<file path="src/rtl/mod_clock_pkg.sv">
// constants, tables and carriers for the modulator clock control block
package mod_clock_pkg;
   // register addresses on the serial configuration port
   localparam logic [7:0] ENABLE_ADDR = 8'h09;
   localparam logic [7:0] SETUP_ADDR = 8'h0a;
   // field positions
   localparam int ENABLE_BIT = 2;
   localparam int AUTOBAND_BIT = 6;
   localparam int LOCK_BIT = 7;
   localparam int FACTOR_W = 6;
   localparam int STRAP_W = 5;
   // reset values
   localparam logic [7:0] ENABLE_RESET = 8'h00;
   localparam logic [6:0] SETUP_RESET = 7'h00;
   // strap code that selects direct clocking
   localparam logic [4:0] STRAP_DIRECT = 5'h1f;
   localparam logic [4:0] STRAP_LAST_LISTED = 5'h10;
   // supported factors, ascending
   localparam int FACTOR_COUNT = 18;
   localparam logic [5:0] FACTOR_TABLE [FACTOR_COUNT] = '{
      6'h08, 6'h09, 6'h0a, 6'h0c, 6'h0e, 6'h0f, 6'h10, 6'h11, 6'h12,
      6'h14, 6'h15, 6'h18, 6'h19, 6'h1c, 6'h1e, 6'h20, 6'h22, 6'h2a};
   // lock acquisition time of the oscillator loop
   localparam int CLK_PERIOD_PS = 5000;
   localparam int LOCK_TIME_NS = 10000;
   localparam int LOCK_CYCLES =
      (LOCK_TIME_NS * 1000 + CLK_PERIOD_PS - 1) / CLK_PERIOD_PS;
   localparam int COUNT_W = 12;
   // writable fields of the setup register
   typedef struct packed {
      logic autoband;
      logic [FACTOR_W-1:0] factor;
   } setup_t;
   // lock sequencer states
   typedef enum logic [1:0] {BYPASS, ACQUIRE, LOCKED} lock_state_t;
endpackage

</file>
<file path="src/rtl/mod_clock_control.sv">
// modulator clock source selection, factor decode and lock reporting
`timescale 1ns/1ps
module mod_clock_control
   import mod_clock_pkg::*;
(
   input wire logic clk,
   input wire logic reset_n,
   input wire logic reg_wr,
   input wire logic reg_rd,
   input wire logic [7:0] reg_addr,
   input wire logic [7:0] reg_wdata,
   input wire logic [STRAP_W-1:0] factor_strap_pins,
   output logic [7:0] reg_rdata,
   output logic multiplier_active,
   output logic [FACTOR_W-1:0] multiplication_factor,
   output logic autoband_en,
   output logic locked,
   output logic mod_clk
);

   // strap code to factor
   function automatic logic [5:0] strap_factor(input logic [4:0] code);
      if (code <= STRAP_LAST_LISTED)
         return FACTOR_TABLE[code[4:0]];
      return FACTOR_TABLE[FACTOR_COUNT-1];
   endfunction

   // register field to largest supported factor not above it; fields below 8 map to 8
   function automatic logic [5:0] reg_factor(input logic [5:0] v);
      logic [5:0] r;
      r = FACTOR_TABLE[0];
      for (int i = 0; i < FACTOR_COUNT; i++)
         if (v >= FACTOR_TABLE[i])
            r = FACTOR_TABLE[i];
      return r;
   endfunction

   logic serial_active;
   logic [7:0] enable_reg;
   setup_t setup;
   lock_state_t state;
   logic [COUNT_W-1:0] lock_count;
   logic [5:0] applied_factor;
   logic mult_on;
   logic [5:0] factor_sel;

   // source of control: straps until first serial access
   always_comb
   begin
      if (serial_active)
      begin
         mult_on = enable_reg[ENABLE_BIT];
         factor_sel = reg_factor(setup.factor);
      end
      else
      begin
         mult_on = (factor_strap_pins != STRAP_DIRECT);
         factor_sel = strap_factor(factor_strap_pins);
      end
   end

   // serial control wakes on the first access of either kind
   always_ff @(posedge clk or negedge reset_n)
   begin
      if (!reset_n)
         serial_active <= 1'b0;
      else if (reg_wr || reg_rd)
         serial_active <= 1'b1;
   end

   // register writes; lock bit is not writable
   always_ff @(posedge clk or negedge reset_n)
   begin
      if (!reset_n)
      begin
         enable_reg <= ENABLE_RESET;
         setup <= SETUP_RESET;
      end
      else if (reg_wr)
      begin
         if (reg_addr == ENABLE_ADDR)
            enable_reg <= reg_wdata;
         else if (reg_addr == SETUP_ADDR)
            setup <= reg_wdata[6:0];
      end
   end

   // register reads; unmapped addresses read zero
   always_ff @(posedge clk or negedge reset_n)
   begin
      if (!reset_n)
         reg_rdata <= 8'h00;
      else if (reg_rd)
      begin
         if (reg_addr == ENABLE_ADDR)
            reg_rdata <= enable_reg;
         else if (reg_addr == SETUP_ADDR)
            reg_rdata <= {locked, setup};
         else
            reg_rdata <= 8'h00;
      end
   end

   // lock sequencer: restart on enable or any factor change
   always_ff @(posedge clk or negedge reset_n)
   begin
      if (!reset_n)
      begin
         state <= BYPASS;
         lock_count <= '0;
         applied_factor <= FACTOR_TABLE[0];
         locked <= 1'b0;
      end
      else if (!mult_on)
      begin
         state <= BYPASS;
         locked <= 1'b0;
      end
      else if (state == BYPASS || factor_sel != applied_factor)
      begin
         state <= ACQUIRE;
         lock_count <= COUNT_W'(LOCK_CYCLES - 1);
         applied_factor <= factor_sel;
         locked <= 1'b0;
      end
      else
      begin
         unique case (state)
            ACQUIRE:
            begin
               if (lock_count == '0)
               begin
                  state <= LOCKED;
                  locked <= 1'b1;
               end
               else
                  lock_count <= lock_count - 1'b1;
            end
            LOCKED:
               locked <= 1'b1;
            BYPASS:
               locked <= 1'b0;
         endcase
      end
   end

   // outputs toward the analog clock path
   always_ff @(posedge clk or negedge reset_n)
   begin
      if (!reset_n)
      begin
         multiplier_active <= 1'b0;
         multiplication_factor <= FACTOR_TABLE[0];
         autoband_en <= 1'b0;
      end
      else
      begin
         multiplier_active <= mult_on;
         multiplication_factor <= factor_sel;
         autoband_en <= serial_active ? setup.autoband : 1'b1;
      end
   end

   // halve the oscillator rate: toggle each cycle, 50% duty
   always_ff @(posedge clk or negedge reset_n)
   begin
      if (!reset_n)
         mod_clk <= 1'b0;
      else if (multiplier_active)
         mod_clk <= ~mod_clk;
      else
         mod_clk <= 1'b0;
   end
endmodule

</file>
<file path="config.mk">
export PLATFORM = sky130hd
export DESIGN_NAME = mod_clock_control
export DESIGN_NICKNAME = d
export VERILOG_FILES = /design/src/rtl/mod_clock_pkg.sv /design/src/rtl/mod_clock_control.sv
export SDC_FILE = /design/constraint.sdc
export NUM_CORES = 1
export LEC_CHECK = 0
export BUFFER_PORTS_ARGS = -buffer_cell sky130_fd_sc_hd__clkbuf_2
export CAP_MARGIN = 20
export CORE_AREA = 4 4 108 85
export DETAILED_ROUTE_END_ITERATION = 8
export DIE_AREA = 0 0 112 89
export HOLD_SLACK_MARGIN = 0.1
export PLACE_DENSITY = 0.62
export SETUP_SLACK_MARGIN = 0.1
export SYNTH_ARGS = -nofsm -noshare
export SYNTH_HDL_FRONTEND = slang
export SYNTH_SLANG_ARGS = --single-unit
export TNS_END_PERCENT = 20
</file>
<file path="constraint.sdc">
create_clock -name clk -period 2.53 [get_ports clk]
set_clock_uncertainty 0.05 [all_clocks]
set_input_delay 0.3795 -clock clk [delete_from_list [all_inputs] [get_ports clk]]
set_output_delay 0.3795 -clock clk [all_outputs]
set_load 0.01 [all_outputs]
</file>
==> results.toml <==
[outcome]
status = "completed"

[clock_tree]
cts_buffer_depth = 2
clock_sinks = 54
cts_root_buf = "clkbuf_8"
h-tree-depth = 2
path_clk_slew_ns = 0.10
cts_tree = "built"
numCtsBuffers = 5
clkLatencyLatePin_ns = 0.31

[synthesis]
synthMuxAreaShare = 0.08468
synthXorXnorAreaFrac = 0.03423
yosys.area_share.simple = 0.1793
synth_edf_count = 0
synthDistinctLibCells = 57
synth_fa_ha_area_frac = 0.03153
synth_area_mm2 = 0.002778
synthArstFlopShare = 1.000
yosysSeqAreaShare = 0.4874
avgSynthCellArea_um2 = 10.64
syn_nets = 293
ys_seq_elements = 54
synth_top_family_by_area = "simple AND/OR/NAND/NOR gates"
yosys_most_used_dff = "dfrtp_1"
synth-compound-area-share = 0.1523
syn_inst = 261
yosys_warnings = 0

[timing]
period_share = 0.9872
max_freq_mhz = 400.4
hold_violations = 0
rsz0062_at_grt = "yes"
slew_viol_final = 0
fin_crit_ns = 2.498
tightest_slew_ns = 0.6922
layout_setup_ws_ns = 0.03241
relSlewSlack = 0.5386
holdWs_ns = 0.1407
setup_viol_count_final = 0

[finish]
fill_cells = 803
final_util = 0.4328
drive_gt1_frac = 0.3735
postLayoutCellArea_mm2 = 0.003533
finalNetCount = 371
diodes = 0
final_cell_mix = "dfrtp_1 (52), clkbuf_2 (42), buf_4 (38)"
largest_reg_flops = 12
area_growth_pct = 27.21
multi_input_area_mm2 = 0.001380
final_common_cell = "dfrtp_1"
seq_area_mm2 = 0.001354

[setup_path]
worstSetupPathType = "input pin to flip-flop"
required_ns = 2.68
cp-end-kind = "flip-flop"
reg2reg_from = "serial_active"
r2r_end = "lock_count[7]"
endpoint = "lock_count[7]"
r2r_slack_ns = 0.03
cp_max_fo = 6
cp-start-kind = "input pin"
cp.arrival_ns = 2.64
cp-startpoint = "factor_strap_pins[0]"
reg2reg_depth = 9

[floorplanning]
initial_core_util = 0.3402
die_y_um = 89
die_area_mm2 = 0.009968
core_region_area_mm2 = 0.008164
num_rows = 29
die_w_um = 112
io_pins = 43

[pwr]
p_leak_uw = 0.001627
ir_drop_mv = 0.3244
powerDensity_mw_per_mm2 = 524.1

[drt]
vias_per_cell = 4.821
wl_per_cell_um = 14.05
via_count = 2160
ant_nets = 0
first_pass_iters = 4
dr.first_iter.drc_count = 103
drc = 0
wl_mm = 6.294

[placed_design]
gp_congestion = 0.8196
pre_cts_slack_ns = -0.2952
port_buffers = 42
dpl_cell_area_mm2 = 0.003364
hpwl_mm = 4.591

[global_routing]
grt_pass1_vias = 2241
grt_pass1_wl_mm = 10.82
grt_overflow_total = 0
grt_max_degree = 55
grt.total_usage = 0.1335
antenna_found_initial = 0

[run]
cap_violations = 0

[hold_path]
hp-class = "input pin to asynchronous set/reset pin"
-- power breakdown --
group          internal, uW  leakage, uW  switching [uW]  total [uW]
sequential              924     0.000677            41.8         966
combinational           132     0.000892             166         298
clock                   297    0.0000585             291         588
total                  1350      0.00163             499        1850
-- worst min-delay path by stage --
stage / to / slack, ns / cells past startpoint
6_report: mod_clk / 0.14 / 2
5_1_grt: mod_clk / 0.20 / 2
4_1_cts: multiplication_factor[4] / 0.17 / 2
3_5_place_dp: mod_clk / 0.37 / 1
3_3_place_gp: mod_clk / 0.37 / 1
2_1_floorplan: applied_factor[0] / 0.03 / 0
-- cell usage after synthesis, drive strengths merged (2+ instances only) --
cell type   n  share of area
a2111oi     3          0.023
a21oi      14          0.027
a22oi       8          0.022
a31oi       5          0.011
and3b       2         0.0063
buf         4         0.0090
clkbuf      7         0.0095
dfrtp      52           0.47
dfstp       2          0.019
ha          7          0.032
inv         8          0.011
mux2       18          0.073
nand2      27          0.036
nand2b      5          0.011
nand3       7          0.014
nand4       4         0.0090
nor2       18          0.024
nor2b       4         0.0090
nor3        5         0.0090
nor3b       5          0.014
o2111ai     2         0.0063
o21a        2         0.0054
o21ai       9          0.016
o22a        3         0.0095
o311ai      2         0.0090
or2         4         0.0099
or3         5          0.011
or3b        3          0.010
xnor2       6          0.022
xor2        4          0.013
-- routing by layer --
layer | vias up | part of all wire | global-route usage
li1 | 1089 | - | -
met1 | 1034 | 0.49 | 0.1836
met2 | 32 | 0.46 | 0.2155
met3 | 5 | 0.041 | 0.02706
met4 | 0 | 0.011 | 0.04148
met5 | - | 0 | 0
-- layout make-up --
type	count	share of cell area
multi-input combinational	187	0.3906
sequential	54	0.3831
clock buffer	5	0.01948
inverter	9	0.009561
tap	108	0.03824
clock inverter	3	0.01239
timing repair buffer	82	0.1466
-- per-stage QoR --
stage,setup TNS [ns],instances,power [uW]
finish,0,448,1852
global route,-0.3588,448,1953
CTS,0,448,1872
detailed placement,-2.877,438,1274
global placement,-2.453,438,1267
floorplan,-0.6639,261,1137
-- cells by family (layout without fill, tap and decap cells) --
family / after synthesis / after routing
fa+ha+maj: 7 / 7
simple gates: 94 / 94
compound gates: 56 / 56
xor+xnor: 10 / 10
buf+inv: 20 / 99
flops: 54 / 54
mux: 20 / 20
-- repair_timing --
item / in CTS / in global routing
endpoints found under the setup margin: 13 / 15
buffers inserted: 2 / 0
gates resized for setup: 1 / 8
hold buffers: 0 / 0
pin swaps: 3 / 1
-- worst max-delay path: stages --
cell and delay (ns):
clkbuf_2 0.11, inv_1 0.06, ha_1 0.21, and3b_1 0.19
a2111oi_1 0.44, a211oi_2 0.08, xor2_1 0.19, a2111oi_4 0.39
buf_6 0.18, buf_4 0.12, a31oi_1 0.08, o22a_1 0.21
Power figures use the tool's default switching activity.
